==> config.mk <==
export PLATFORM = sky130hd
export DESIGN_NAME = flst_tracker
export DESIGN_NICKNAME = d
export VERILOG_FILES = /design/src/design/flst_pkg.sv /design/src/design/flst_tracker.sv
export VERILOG_INCLUDE_DIRS = /design/src /design/src/design
export SDC_FILE = /design/constraint.sdc
export NUM_CORES = 1
export LEC_CHECK = 0
export BUFFER_PORTS_ARGS = -buffer_cell sky130_fd_sc_hd__buf_2
export CORE_AREA = 2 2 300 302
export CTS_CLUSTER_SIZE = 20
export DETAILED_ROUTE_END_ITERATION = 6
export DIE_AREA = 0 0 302 304
export PLACE_DENSITY = 0.46
export RECOVER_POWER = 25
export SLEW_MARGIN = 20
export SYNTH_ARGS = -nofsm -noshare
export SYNTH_HDL_FRONTEND = slang
export SYNTH_SLANG_ARGS = --single-unit
==> constraint.sdc <==
create_clock -name CORE_CLK -period 2.9 [get_ports CORE_CLK]
set_clock_uncertainty 0.15 [all_clocks]
set_input_delay 0 -clock CORE_CLK [delete_from_list [all_inputs] [get_ports CORE_CLK]]
set_output_delay 0 -clock CORE_CLK [all_outputs]
set_load 0.05 [all_outputs]
==> src/design/flst_consts.svh <==
/*
  Constants of the last-instruction state tracker: widths, field
  positions, reset values. Assumes inclusion by bare name only.
*/
`ifndef FLST_CONSTS_SVH
`define FLST_CONSTS_SVH

`define FLST_OFF_W          64
`define FLST_OFF_LO_W       32
`define FLST_SEL_W          16
`define FLST_OPC_W          11
`define FLST_OPC_LO_W       3
`define FLST_OPC_BYTE_W     8
`define FLST_OPC_HI_PAT     5'h1B
`define FLST_MISC_W         64
`define FLST_MISC_COMPAT_BIT 2
`define FLST_OP_W           4
`define FLST_OFF_RST        64'h0000000000000000
`define FLST_SEL_RST        16'h0000
`define FLST_OPC_RST        11'h000
`define FLST_SEL_DEPR_VAL   16'h0000
`define FLST_COMPAT_RST     1'b0

`endif

==> src/design/flst_pkg.sv <==
/*
  Types of the last-instruction state tracker: operation codes,
  image formats and the pointer and image carriers.
  Assumes flst_consts.svh is on the include path.
*/
`include "flst_consts.svh"

package flst_pkg;

  typedef enum logic [`FLST_OP_W-1:0] {
    FLST_OP_NONE      = 4'h0,
    FLST_OP_INIT      = 4'h1,
    FLST_OP_ENV_LOAD  = 4'h2,
    FLST_OP_FULL_RST  = 4'h3,
    FLST_OP_ENV_STORE = 4'h4,
    FLST_OP_FULL_SAVE = 4'h5,
    FLST_OP_XRST      = 4'h6,
    FLST_OP_XRST_ALT  = 4'h7,
    FLST_OP_EXTENDED_SAVE_ALT_OP     = 4'h8,
    FLST_OP_EXTENDED_SAVE_ALT_OP_ALT = 4'h9,
    FLST_OP_EXTENDED_SAVE_ALT_OP_OPT = 4'hA,
    FLST_OP_CLEX      = 4'hB,
    FLST_OP_LDCW      = 4'hC,
    FLST_OP_STCW      = 4'hD,
    FLST_OP_STSW      = 4'hE,
    FLST_OP_WAIT      = 4'hF
  } flst_op_t;

  typedef enum logic [1:0] {
    FLST_FMT_PROT32 = 2'h0,
    FLST_FMT_PROT16 = 2'h1,
    FLST_FMT_REAL32 = 2'h2,
    FLST_FMT_REAL16 = 2'h3
  } flst_fmt_t;

  typedef struct packed {
    logic [`FLST_SEL_W-1:0] sel;
    logic [`FLST_OFF_W-1:0] off;
  } flst_ptr_t;

  typedef struct packed {
    flst_ptr_t              code;
    flst_ptr_t              opnd;
    logic [`FLST_OPC_W-1:0] opcode;
  } flst_img_t;

  typedef struct packed {
    logic                       ctrl;
    logic                       has_mem;
    logic                       unmasked_exc;
    flst_ptr_t                  code;
    flst_ptr_t                  opnd;
    logic [`FLST_OPC_BYTE_W-1:0] opc_first;
    logic [`FLST_OPC_BYTE_W-1:0] opc_second;
  } flst_retire_t;

  typedef struct packed {
    logic pe;
    logic mode64;
    logic wide;
    logic v86;
    logic system_management_mode;
    logic osize32;
  } flst_mode_t;

endpackage

==> src/design/flst_tracker.sv <==
/*
  Last-instruction state tracker of the floating-point unit: holds
  the code and operand pointers and the compressed opcode, and applies
  the init, load, store, save and restore operations to them.
  Assumes all inputs come from execution logic on CORE_CLK, that at
  most one operation is presented per cycle, and that the memory
  side accepts a save image in the cycle SAVE_VALID is high.
*/
// Contract
// [RULE1] capture both pointers of each completing non-control instruction
// [RULE2] operand pointer refers to memory; undefined without memory operand
// [RULE3] clear, control-word, status, env store, wait leave pointers
// [RULE4] code pointer points at the first prefix byte
// [RULE5] offsets are 64 bits, selectors 16 bits
// [RULE6] init clears both offsets and selectors
// [RULE7] env load and full restore load low 32 bits, zero upper
// [RULE8] env load and full restore load selectors if protected, else zero
// [RULE9] env store and full save write only low 32 offset bits
// [RULE10] selectors saved as zero when deprecation feature bit is set
// [RULE11] env store and full save write selectors only when protected
// [RULE12] full save clears offsets and selectors after writing image
// [RULE13] narrow extended restore loads low 32 bits and selectors
// [RULE14] wide 64-bit extended restore loads full offsets, clears selectors
// [RULE15] narrow extended save stores low 32 bits and selectors
// [RULE16] wide 64-bit extended save stores full offsets, no selectors
// [RULE17] opcode is 11 bits: low 3 of first byte plus second byte
// [RULE18] compatibility sub-mode follows bit 2 of misc enable register
// [RULE19] compatibility on: saved opcode is always the last one
// [RULE20] compatibility off: opcode valid only after unmasked exception
// [RULE21] env store writes environment; full save adds data, reinitialises
// [RULE22] env load restores environment; full restore adds data stack
// [RULE23] image format from protection and operand size; v86, smm real
// [RULE24] pointers and opcode update together in the completing cycle
`timescale 1ns/100ps
`include "flst_consts.svh"

module flst_tracker (
  input  wire logic                     CORE_CLK,
  input  wire logic                     RST_B,
  input  wire logic                     RET_VALID,
  input  flst_pkg::flst_retire_t        RET_INFO,
  input  wire logic                     OP_VALID,
  input  flst_pkg::flst_op_t            OP_CODE,
  input  flst_pkg::flst_mode_t          OP_MODE,
  input  flst_pkg::flst_img_t           LOAD_IMG,
  input  wire logic                     SEL_DEPRECATE,
  input  wire logic                     MISC_WR,
  input  wire logic [`FLST_MISC_W-1:0]  MISC_WDATA,
  output flst_pkg::flst_img_t           STATE,
  output logic                          COMPAT_MODE,
  output logic                          SAVE_VALID,
  output flst_pkg::flst_img_t           SAVE_IMG,
  output flst_pkg::flst_fmt_t           SAVE_FMT,
  output logic                          SAVE_OFF_HI,
  output logic                          SAVE_SEL,
  output logic                          SAVE_OPC_VALID,
  output logic                          SAVE_DATA_REGS,
  output logic                          LOAD_DATA_REGS,
  output logic                          INIT_UNIT
);

  ////////////////////////////////////////////////////////////////////////
  // architectural state

  flst_pkg::flst_img_t  state_r;
  flst_pkg::flst_img_t  state_nxt;
  logic                 exc_r;
  logic                 exc_nxt;
  logic                 compat_r;

  ////////////////////////////////////////////////////////////////////////
  // operation decode

  logic is_init;
  logic is_env_load;
  logic is_full_rst;
  logic is_env_store;
  logic is_full_save;
  logic is_xrst;
  logic is_extended_save_alt_op;
  logic wide64;
  logic legacy_load;
  logic legacy_save;
  logic any_save;

  always_comb begin
    is_init      = OP_VALID && (OP_CODE == flst_pkg::FLST_OP_INIT);
    is_env_load  = OP_VALID && (OP_CODE == flst_pkg::FLST_OP_ENV_LOAD);
    is_full_rst  = OP_VALID && (OP_CODE == flst_pkg::FLST_OP_FULL_RST);
    is_env_store = OP_VALID && (OP_CODE == flst_pkg::FLST_OP_ENV_STORE);
    is_full_save = OP_VALID && (OP_CODE == flst_pkg::FLST_OP_FULL_SAVE);
    is_xrst      = OP_VALID && ((OP_CODE == flst_pkg::FLST_OP_XRST) ||
                   (OP_CODE == flst_pkg::FLST_OP_XRST_ALT));
    is_extended_save_alt_op     = OP_VALID && ((OP_CODE == flst_pkg::FLST_OP_EXTENDED_SAVE_ALT_OP) ||
                   (OP_CODE == flst_pkg::FLST_OP_EXTENDED_SAVE_ALT_OP_ALT) ||
                   (OP_CODE == flst_pkg::FLST_OP_EXTENDED_SAVE_ALT_OP_OPT));
    // full-width form needs both the 64-bit mode and the width prefix
    wide64       = OP_MODE.mode64 && OP_MODE.wide;
    legacy_load  = is_env_load || is_full_rst;
    legacy_save  = is_env_store || is_full_save;
    any_save     = legacy_save || is_extended_save_alt_op;
  end

  ////////////////////////////////////////////////////////////////////////
  // image offset and selector shaping

  function automatic logic [`FLST_OFF_W-1:0] low_only(
    input logic [`FLST_OFF_W-1:0] off
  );
    low_only = {{(`FLST_OFF_W-`FLST_OFF_LO_W){1'b0}},
                off[`FLST_OFF_LO_W-1:0]};
  endfunction

  function automatic logic [`FLST_SEL_W-1:0] sel_out(
    input logic [`FLST_SEL_W-1:0] sel,
    input logic                   keep,
    input logic                   depr
  );
    if (!keep || depr) begin
      sel_out = `FLST_SEL_DEPR_VAL;
    end else begin
      sel_out = sel;
    end
  endfunction

  ////////////////////////////////////////////////////////////////////////
  // next state: an operation outranks a retiring instruction

  always_comb begin
    state_nxt = state_r;
    exc_nxt   = exc_r;
    if (is_init || is_full_save) begin
      state_nxt.code.off = `FLST_OFF_RST; // [RULE6] [RULE12]
      state_nxt.code.sel = `FLST_SEL_RST; // [RULE6] [RULE12]
      state_nxt.opnd.off = `FLST_OFF_RST; // [RULE6] [RULE12]
      state_nxt.opnd.sel = `FLST_SEL_RST; // [RULE6] [RULE12]
      state_nxt.opcode   = `FLST_OPC_RST;
      exc_nxt            = 1'b0;
    end else if (legacy_load) begin
      // environment only; data registers are restored elsewhere
      state_nxt.code.off = low_only(LOAD_IMG.code.off); // [RULE7]
      state_nxt.opnd.off = low_only(LOAD_IMG.opnd.off); // [RULE7]
      state_nxt.code.sel = OP_MODE.pe ?
                           LOAD_IMG.code.sel : `FLST_SEL_RST; // [RULE8]
      state_nxt.opnd.sel = OP_MODE.pe ?
                           LOAD_IMG.opnd.sel : `FLST_SEL_RST; // [RULE8]
      state_nxt.opcode   = LOAD_IMG.opcode; // [RULE22]
      exc_nxt            = 1'b0;
    end else if (is_xrst) begin
      if (wide64) begin
        state_nxt.code.off = LOAD_IMG.code.off; // [RULE14]
        state_nxt.opnd.off = LOAD_IMG.opnd.off; // [RULE14]
        state_nxt.code.sel = `FLST_SEL_RST; // [RULE14]
        state_nxt.opnd.sel = `FLST_SEL_RST; // [RULE14]
      end else begin
        state_nxt.code.off = low_only(LOAD_IMG.code.off); // [RULE13]
        state_nxt.opnd.off = low_only(LOAD_IMG.opnd.off); // [RULE13]
        state_nxt.code.sel = LOAD_IMG.code.sel; // [RULE13]
        state_nxt.opnd.sel = LOAD_IMG.opnd.sel; // [RULE13]
      end
      state_nxt.opcode = LOAD_IMG.opcode;
      exc_nxt          = 1'b0;
    end else if (OP_VALID) begin
      // stores and transparent control ops leave the pointers alone
      state_nxt = state_r; // [RULE3]
    end else if (RET_VALID && !RET_INFO.ctrl) begin
      // one cycle for all three so a save never sees a mix
      state_nxt.code = RET_INFO.code; // [RULE1] [RULE4] [RULE5] [RULE24]
      if (RET_INFO.has_mem) begin
        // without a memory operand the old value stays; it is undefined
        state_nxt.opnd = RET_INFO.opnd; // [RULE1] [RULE2] [RULE24]
      end
      state_nxt.opcode = {RET_INFO.opc_first[`FLST_OPC_LO_W-1:0],
                          RET_INFO.opc_second}; // [RULE17] [RULE24]
      exc_nxt = RET_INFO.unmasked_exc; // [RULE20]
    end
  end

  always_ff @(posedge CORE_CLK) begin
    if (!RST_B) begin
      state_r.code.off <= `FLST_OFF_RST;
      state_r.code.sel <= `FLST_SEL_RST;
      state_r.opnd.off <= `FLST_OFF_RST;
      state_r.opnd.sel <= `FLST_SEL_RST;
      state_r.opcode   <= `FLST_OPC_RST;
      exc_r            <= 1'b0;
    end else begin
      state_r <= state_nxt;
      exc_r   <= exc_nxt;
    end
  end

  ////////////////////////////////////////////////////////////////////////
  // compatibility sub-mode control

  always_ff @(posedge CORE_CLK) begin
    if (!RST_B) begin
      compat_r <= `FLST_COMPAT_RST;
    end else if (MISC_WR) begin
      compat_r <= MISC_WDATA[`FLST_MISC_COMPAT_BIT]; // [RULE18]
    end
  end

  ////////////////////////////////////////////////////////////////////////
  // save image: built from the state before this cycle's clearing

  flst_pkg::flst_img_t  save_nxt;
  flst_pkg::flst_fmt_t  fmt_nxt;
  logic                 off_hi_nxt;
  logic                 sel_wr_nxt;
  logic                 real_fmt;

  always_comb begin
    save_nxt   = state_r;
    off_hi_nxt = 1'b0;
    sel_wr_nxt = 1'b0;
    // v86 and system management use the real-address layout
    real_fmt   = !OP_MODE.pe || OP_MODE.v86 || OP_MODE.system_management_mode; // [RULE23]
    if (real_fmt) begin
      fmt_nxt = OP_MODE.osize32 ? flst_pkg::FLST_FMT_REAL32 :
                flst_pkg::FLST_FMT_REAL16; // [RULE23]
    end else begin
      fmt_nxt = OP_MODE.osize32 ? flst_pkg::FLST_FMT_PROT32 :
                flst_pkg::FLST_FMT_PROT16; // [RULE23]
    end
    if (legacy_save) begin
      save_nxt.code.off = low_only(state_r.code.off); // [RULE9]
      save_nxt.opnd.off = low_only(state_r.opnd.off); // [RULE9]
      sel_wr_nxt        = OP_MODE.pe; // [RULE11]
      save_nxt.code.sel = sel_out(state_r.code.sel, OP_MODE.pe,
                                  SEL_DEPRECATE); // [RULE10] [RULE11]
      save_nxt.opnd.sel = sel_out(state_r.opnd.sel, OP_MODE.pe,
                                  SEL_DEPRECATE); // [RULE10] [RULE11]
    end else if (is_extended_save_alt_op && wide64) begin
      off_hi_nxt        = 1'b1; // [RULE16]
      save_nxt.code.sel = `FLST_SEL_RST; // [RULE16]
      save_nxt.opnd.sel = `FLST_SEL_RST; // [RULE16]
    end else if (is_extended_save_alt_op) begin
      save_nxt.code.off = low_only(state_r.code.off); // [RULE15]
      save_nxt.opnd.off = low_only(state_r.opnd.off); // [RULE15]
      sel_wr_nxt        = 1'b1; // [RULE15]
      save_nxt.code.sel = sel_out(state_r.code.sel, 1'b1,
                                  SEL_DEPRECATE); // [RULE10] [RULE15]
      save_nxt.opnd.sel = sel_out(state_r.opnd.sel, 1'b1,
                                  SEL_DEPRECATE); // [RULE10] [RULE15]
    end
  end

  flst_pkg::flst_img_t  save_img_r;
  flst_pkg::flst_fmt_t  save_fmt_r;
  logic                 save_valid_r;
  logic                 save_off_hi_r;
  logic                 save_sel_r;
  logic                 save_opc_valid_r;
  logic                 save_data_r;
  logic                 load_data_r;
  logic                 init_unit_r;

  always_ff @(posedge CORE_CLK) begin
    if (!RST_B) begin
      save_img_r.code.off <= `FLST_OFF_RST;
      save_img_r.code.sel <= `FLST_SEL_RST;
      save_img_r.opnd.off <= `FLST_OFF_RST;
      save_img_r.opnd.sel <= `FLST_SEL_RST;
      save_img_r.opcode   <= `FLST_OPC_RST;
      save_fmt_r          <= flst_pkg::FLST_FMT_PROT32;
      save_off_hi_r       <= 1'b0;
      save_sel_r          <= 1'b0;
      save_opc_valid_r    <= 1'b0;
    end else if (any_save) begin
      // image holds until the next save
      save_img_r       <= save_nxt;
      save_fmt_r       <= fmt_nxt;
      save_off_hi_r    <= off_hi_nxt;
      save_sel_r       <= sel_wr_nxt;
      save_opc_valid_r <= compat_r || exc_r; // [RULE19] [RULE20]
    end
  end

  ////////////////////////////////////////////////////////////////////////
  // one-cycle strobes toward the memory side and the rest of the unit

  always_ff @(posedge CORE_CLK) begin
    if (!RST_B) begin
      save_valid_r <= 1'b0;
      save_data_r  <= 1'b0;
      load_data_r  <= 1'b0;
      init_unit_r  <= 1'b0;
    end else begin
      save_valid_r <= any_save; // [RULE21]
      save_data_r  <= is_full_save; // [RULE21]
      load_data_r  <= is_full_rst; // [RULE22]
      // control, status and tag reset happen outside on this strobe
      init_unit_r  <= is_init || is_full_save; // [RULE21]
    end
  end

  ////////////////////////////////////////////////////////////////////////
  // outputs

  always_comb begin
    STATE          = state_r;
    COMPAT_MODE    = compat_r;
    SAVE_VALID     = save_valid_r;
    SAVE_IMG       = save_img_r;
    SAVE_FMT       = save_fmt_r;
    SAVE_OFF_HI    = save_off_hi_r;
    SAVE_SEL       = save_sel_r;
    SAVE_OPC_VALID = save_opc_valid_r;
    SAVE_DATA_REGS = save_data_r;
    LOAD_DATA_REGS = load_data_r;
    INIT_UNIT      = init_unit_r;
  end

endmodule // flst_tracker

After elaboration in Yosys (flattened, before gate mapping). Index checks and enable logic that the tools add are counted.

Logic and storage cells: 97. Register bits: 353. Output and inout port bits: 352. Input bits: 430.

Bitwise logic cells: 2. Eq/ne operators: 12. Muxes and demuxes: 26. Reductions and logical operators: 35.

Operators by type and width (count): $mux 171 (4); $mux 160 (3); $mux 16 (8); $mux 64 (2); $mux 80 (1); $eq 4x3->1 const B (4); $eq 4x4->1 const B (3); $logic_or 1x1->1 (11); $logic_and 1x1->1 (10); $eq 4x2->1 const B (2); $mux 1 (7); $reduce_and 2->1 (3); $reduce_and 3->1 (2); $reduce_bool 3->1 (2); $eq 4x1->1 const B (1); $reduce_bool 2->1 (2); $reduce_or 4->1 (1); $ne 3x1->1 const B (1); $reduce_or 3->1 (1); $logic_not 1->1 (2); $mux 2 (1); $ne 2x1->1 const B (1); $not 1->1 (2); $reduce_or 2->1 (1).

Longest topological paths before layout.
Depth after elaboration: 7. Depth in mapped cells: 8. Gate-level depth less buffers: 4.

Worst setup path after synthesis. OpenSTA, ideal clock, no wires.

Path kind: in2reg. Start point: input port OP_CODE[2]. End point: register save_img_r, in the netlist SAVE_IMG[115]. Data required time: 2.618 ns. Setup time: 0.132 ns. Slack: 1.493 ns. Cell stages on the path: 8. Path buffers: 4. Arrival time: 1.125 ns. Path through: buf_2 -> and4bb_4 -> a31o_1 -> buf_4 -> buf_4 -> buf_4 -> nand2_1 -> a21oi_1.

Cells in the longest elaborated chain, start to end: 7. Elaborated cells on any way between the ends: 15. Classes of those cells: eq/ne: 5; mux: 2; reduce/logical: 8.

RTL lines: from (decl) (RTL line flst_tracker.sv:43) `input flst_pkg::flst_op_t OP_CODE,`; $eq 4x4->1 (on tied branches) (RTL line flst_tracker.sv:94, flst_tracker.sv:95); $logic_or 1x1->1 (RTL line flst_tracker.sv:94) `is_extended_save_alt_op = OP_VALID && ((OP_CODE == flst_pkg::FLST_OP_EXTENDED_SAVE_ALT_OP) ||`; $logic_or 1x1->1 (RTL line flst_tracker.sv:95) `(OP_CODE == flst_pkg::FLST_OP_EXTENDED_SAVE_ALT_OP_ALT) ||`; $logic_and 1x1->1 (RTL line flst_tracker.sv:94); $logic_and 1x1->1 (RTL line flst_tracker.sv:234) `end else if (is_extended_save_alt_op && wide64) begin`; $mux 64 (RTL line flst_tracker.sv:234); $mux 160 (RTL line flst_tracker.sv:226) `if (legacy_save) begin`; to (signal assigned) (RTL line flst_tracker.sv:272) `save_img_r <= save_nxt;`; to (decl) (RTL line flst_tracker.sv:249) `flst_pkg::flst_img_t save_img_r;`.

Several ways; a longest one is shown, not always the timed one. A chain may end at the register's enable or synchronous reset.

Final worst setup path.
Start point: input port OP_CODE[3]. End point: register state_r, in the netlist STATE[75].

Cells in the longest elaborated chain, start to end: 5. Elaborated cells on any way between the ends: 21. Classes of those cells: eq/ne: 7; mux: 2; reduce/logical: 12.

RTL lines: $eq 4x3->1, or another cell as far along (RTL line flst_tracker.sv:92) `is_xrst = OP_VALID && ((OP_CODE == flst_pkg::FLST_OP_XRST) ||`; $logic_or 1x1->1, or another cell as far along (RTL line flst_tracker.sv:92); $logic_and 1x1->1 or $logic_or 1x1->1 (tied branches) (RTL line flst_tracker.sv:92, flst_tracker.sv:99); $ne 3x1->1 (no source line), or another cell as far along; $reduce_and 3->1 (no source line) or $mux 171 (tied branches); to (signal assigned) (RTL line flst_tracker.sv:188) `state_r <= state_nxt;`; to (decl) (RTL line flst_tracker.sv:65) `flst_pkg::flst_img_t state_r;`.

Several ways; a longest one is shown, not always the timed one.

==> impl_metrics.ini <==
[sta]
rsz_0062_raised_after_global_routing = no
report.final.hold_viol_count = 0
drv_slew = 0
number_of_failing_setup_endpoints_in_the_final_timing_report = 0
max_freq_mhz = 416.2
layout_min_cycle_time_ns = 2.403
max_slew.worst_pin.slew_ns = 0.9703
slew_headroom_pct = 35.32
post-route-period-util_pct = 82.85
setup_total_negative_slack_ns = 0

[worst_setup_path]
cpMaxStageDelayCell = sky130_fd_sc_hd__dlygate4sd3_1
register_to_register_path_setup_slack_ns = 1.19
regToRegEndpoint = STATE[72]$_SDFFE_PP0P_
crit_path_cell_trace = dlygate4sd3_1, buf_2, nand3b_1, buf_12, a211oi_4, buf_4, nand2_1, a21oi_1, dlygate4sd3_1
timing.critical_path.to = STATE[75]$_SDFFE_PP0P_
worst_setup_path_end_kind = register
crit_required_ns = 3.26
reg2reg_depth = 3
worst_setup_path_startpoint = OP_CODE[3]
timing.rr.start = STATE[72]$_SDFFE_PP0P_
cp_max_fo = 37
crit_arrival_ns = 2.76
crit_type = in -> reg
path_common_cell = sky130_fd_sc_hd__dlygate4sd3_1
startpoint_class_of_the_critical_path = input port
cpPeakStageDelay_ns = 0.55

[yosys]
synthesized_area_fraction_occupied_by_ao_oa_aoi_and_oai_cells_pct = 20.52
combinational_family_with_the_most_area_after_synthesis = compound AO/OA/AOI/OAI gates
synth_edf_count = 0
yosys.area.top_type_share_pct = 49.61
synthMostInstantiatedCell = sky130_fd_sc_hd__nand2_1
yosysSeqAreaShare_pct = 49.61
synth_top_area_cell = sky130_fd_sc_hd__dfxtp_1
postSynth.asyncResetShare_pct = 0
synth_simple_gate_area_share_pct = 15.25
yosys-top-cells-count = sky130_fd_sc_hd__nand2_1, sky130_fd_sc_hd__dfxtp_1, sky130_fd_sc_hd__a21oi_1
postSynthNetCount = 2067
synth_fa_ha_area_share_pct = 0
postSynthCellCount = 1637
synth_flop_cell = sky130_fd_sc_hd__dfxtp_1
postSynthAreaPerCell_um2 = 8.702
cell_types_occupying_the_most_area_after_synthesis = sky130_fd_sc_hd__dfxtp_1, sky130_fd_sc_hd__nand2_1, sky130_fd_sc_hd__a21oi_1
synth.ff_latch_count = 353
synth-xor-area-share_pct = 0
syn_area_um2 = 14240
synth.mux.area_fraction_pct = 5.762
synth.yosys.warnings = 0
synthDistinctLibCells = 42

[floorplanning]
initial_core_utilization_pct = 16.00
die_width_um = 302
design.die.area_um2 = 91810
standard_cell_core_area_um2 = 89050
placement_rows = 110
floorplan.io_pins = 782
die_y_um = 304

[pwr]
power_leakage_nw = 9.997
power.ir.vdd_worst_mv = 0.3817
power_per_cell_area_nw_per_um2 = 553.8

[cells_and_area]
layoutNonFillerInstCount = 3811
register_area_um2 = 7067
final_core_util_pct = 26.45
fillers = 9741
layout-drive-gt1-share_pct = 26.47
area.growth.synth_to_final_pct = 65.35
multiInputGateArea_um2 = 5989
final_nets = 3017

[clock_tree]
clockBufferDepth = 3
clk_pin_slew_ns = 0.06
postCtsResizedCells = 0
cts_post_setup_buffers_inserted = 0
clock-root-buffer = sky130_fd_sc_hd__clkbuf_16
clock_sink_count = 353
clkLatencyLatePin_ns = 0.56
cts_hold_repair.buffers = 370
cts_made_buffers = 45
cts-htree-levels = 2
tritoncts = built

[placement]
place_inst = 3346
sum_of_net_half_perimeters_after_detailed_placement_um = 46990
final_weighted_congestion_in_routability_driven_placement = 0.8263
buffer_ports.inserted = 713

[global_route]
antenna_found_initial = 18
grt_start_max_net_pins = 104
grt_first_pass_wirelength_um = 99290
track_usage_pct = 14.09
globalRoute.totalOverflow = 0
number_of_global_route_vias_before_repair = 15760

[route]
detailedRoute.firstIterationViolations = 895
antenna_left = 0
wl_um = 68290
routed_via_density = 4.121
routed-via-count = 15700
routed_wire_length_per_instance_um = 17.92
drt_first_pass_iters = 5
remaining_drc_errors = 0

[worst_hold_path]
worstHoldStart = OP_VALID
min-delay-path-class = in -> reg

[status]
outcome = complete, no violations

[run]
timing.max_cap.violations = 0
==> layer usage <==
layer / global-route usage (%) / part of all wire [%] / up-vias
met1: 17.53 / 43 / 7395
met4: 5.008 / 3.1 / 0
met5: 0 / 0 / -
li1: - / - / 7538
met2: 23.64 / 47 / 668
met3: 3.248 / 7.6 / 103
==> critical path: cells and delay by family <==
family,cells,cell delay (ns)
compound gates,2,0.39
simple gates,2,0.36
buf+inv,5,1.93
==> area by class of cell <==
class	count	share of cell area [%]
Multi-Input combinational cell	1065	25.43
Tap cell	1176	6.247
Antenna cell	13	0.1381
Clock inverter	9	0.4728
Timing Repair Buffer	1120	31.76
Inverter	2	0.03718
Sequential cell	353	30.00
Clock buffer	73	5.918
==> placed cells by master (no fill, tap or decap), types with 2 or more instances in the layout <==
cell and n:
sky130_fd_sc_hd__a211oi_1 44, sky130_fd_sc_hd__a21oi_1 197, sky130_fd_sc_hd__a22o_1 70, sky130_fd_sc_hd__a311oi_1 65, sky130_fd_sc_hd__and2_1 3, sky130_fd_sc_hd__and3_1 2, sky130_fd_sc_hd__buf_12 12, sky130_fd_sc_hd__buf_2 537
sky130_fd_sc_hd__buf_4 25, sky130_fd_sc_hd__bufinv_16 2, sky130_fd_sc_hd__clkbuf_1 190, sky130_fd_sc_hd__clkbuf_16 47, sky130_fd_sc_hd__clkbuf_8 12, sky130_fd_sc_hd__clkinv_2 4, sky130_fd_sc_hd__dfxtp_1 353, sky130_fd_sc_hd__diode_2 13
sky130_fd_sc_hd__dlygate4sd3_1 370, sky130_fd_sc_hd__inv_6 2, sky130_fd_sc_hd__mux2_2 32, sky130_fd_sc_hd__mux2i_1 46, sky130_fd_sc_hd__nand2_1 395, sky130_fd_sc_hd__nand2_4 2, sky130_fd_sc_hd__nand3_1 32, sky130_fd_sc_hd__nor2_1 82
sky130_fd_sc_hd__nor3_1 6, sky130_fd_sc_hd__o21ai_0 64
==> worst min-delay path by stage <==
stage | endpoint | slack [ns] | cells after the start
floorplan | SAVE_FMT[0]$_SDFFE_PN0P_ | -0.05 | 1
global placement | SAVE_FMT[0]$_SDFFE_PN0P_ | 0.03 | 2
detailed placement | SAVE_FMT[0]$_SDFFE_PN0P_ | 0.04 | 2
CTS | exc_r$_SDFFE_PP0P_ | 0.03 | 5
global route | exc_r$_SDFFE_PP0P_ | 0.08 | 5
finish | SAVE_IMG[119]$_SDFFE_PN0P_ | 0.08 | 4
==> metrics by stage <==
| step | worst slack (ns) | total power, mW | hold WS, ns | area, um2 |
|---|---|---|---|---|
| after floorplan | 1.493 | 6.422 | -0.05439 | 14240 |
| after global placement | 0.5880 | 7.049 | 0.03253 | 18530 |
| after detailed placement | 0.5805 | 7.044 | 0.04163 | 18530 |
| after CTS | 0.5270 | 13.25 | 0.03016 | 23740 |
| after global routing | 0.3434 | 13.56 | 0.08454 | 23550 |
| final | 0.4974 | 13.04 | 0.08347 | 23550 |
==> state kept, by name, summed over array words and instances, names as in the netlist <==
signal / cells
SAVE_IMG: 171
SAVE_DATA_REGS: 1
exc_r: 1
SAVE_OPC_VALID: 1
COMPAT_MODE: 1
SAVE_OFF_HI: 1
LOAD_DATA_REGS: 1
SAVE_SEL: 1
SAVE_VALID: 1
STATE: 171
INIT_UNIT: 1
SAVE_FMT: 2
==> kinds of logic after synthesis <==
group / count (synthesis)
DFF: 353
and+or+nand+nor: 538
AOI/OAI and AO/OA: 449
buffers and inverters: 219
muxes: 78
==> where the power goes <==
| part | internal (mW) | switching [mW] | leakage (nW) |
|---|---|---|---|
| Sequential | 5.02 | 0.154 | 2.87 |
| Clock | 3.46 | 2.26 | 0.737 |
| Combinational | 0.825 | 1.32 | 6.39 |
| Total | 9.31 | 3.74 | 10.0 |
Power figures use the tool's default switching activity.
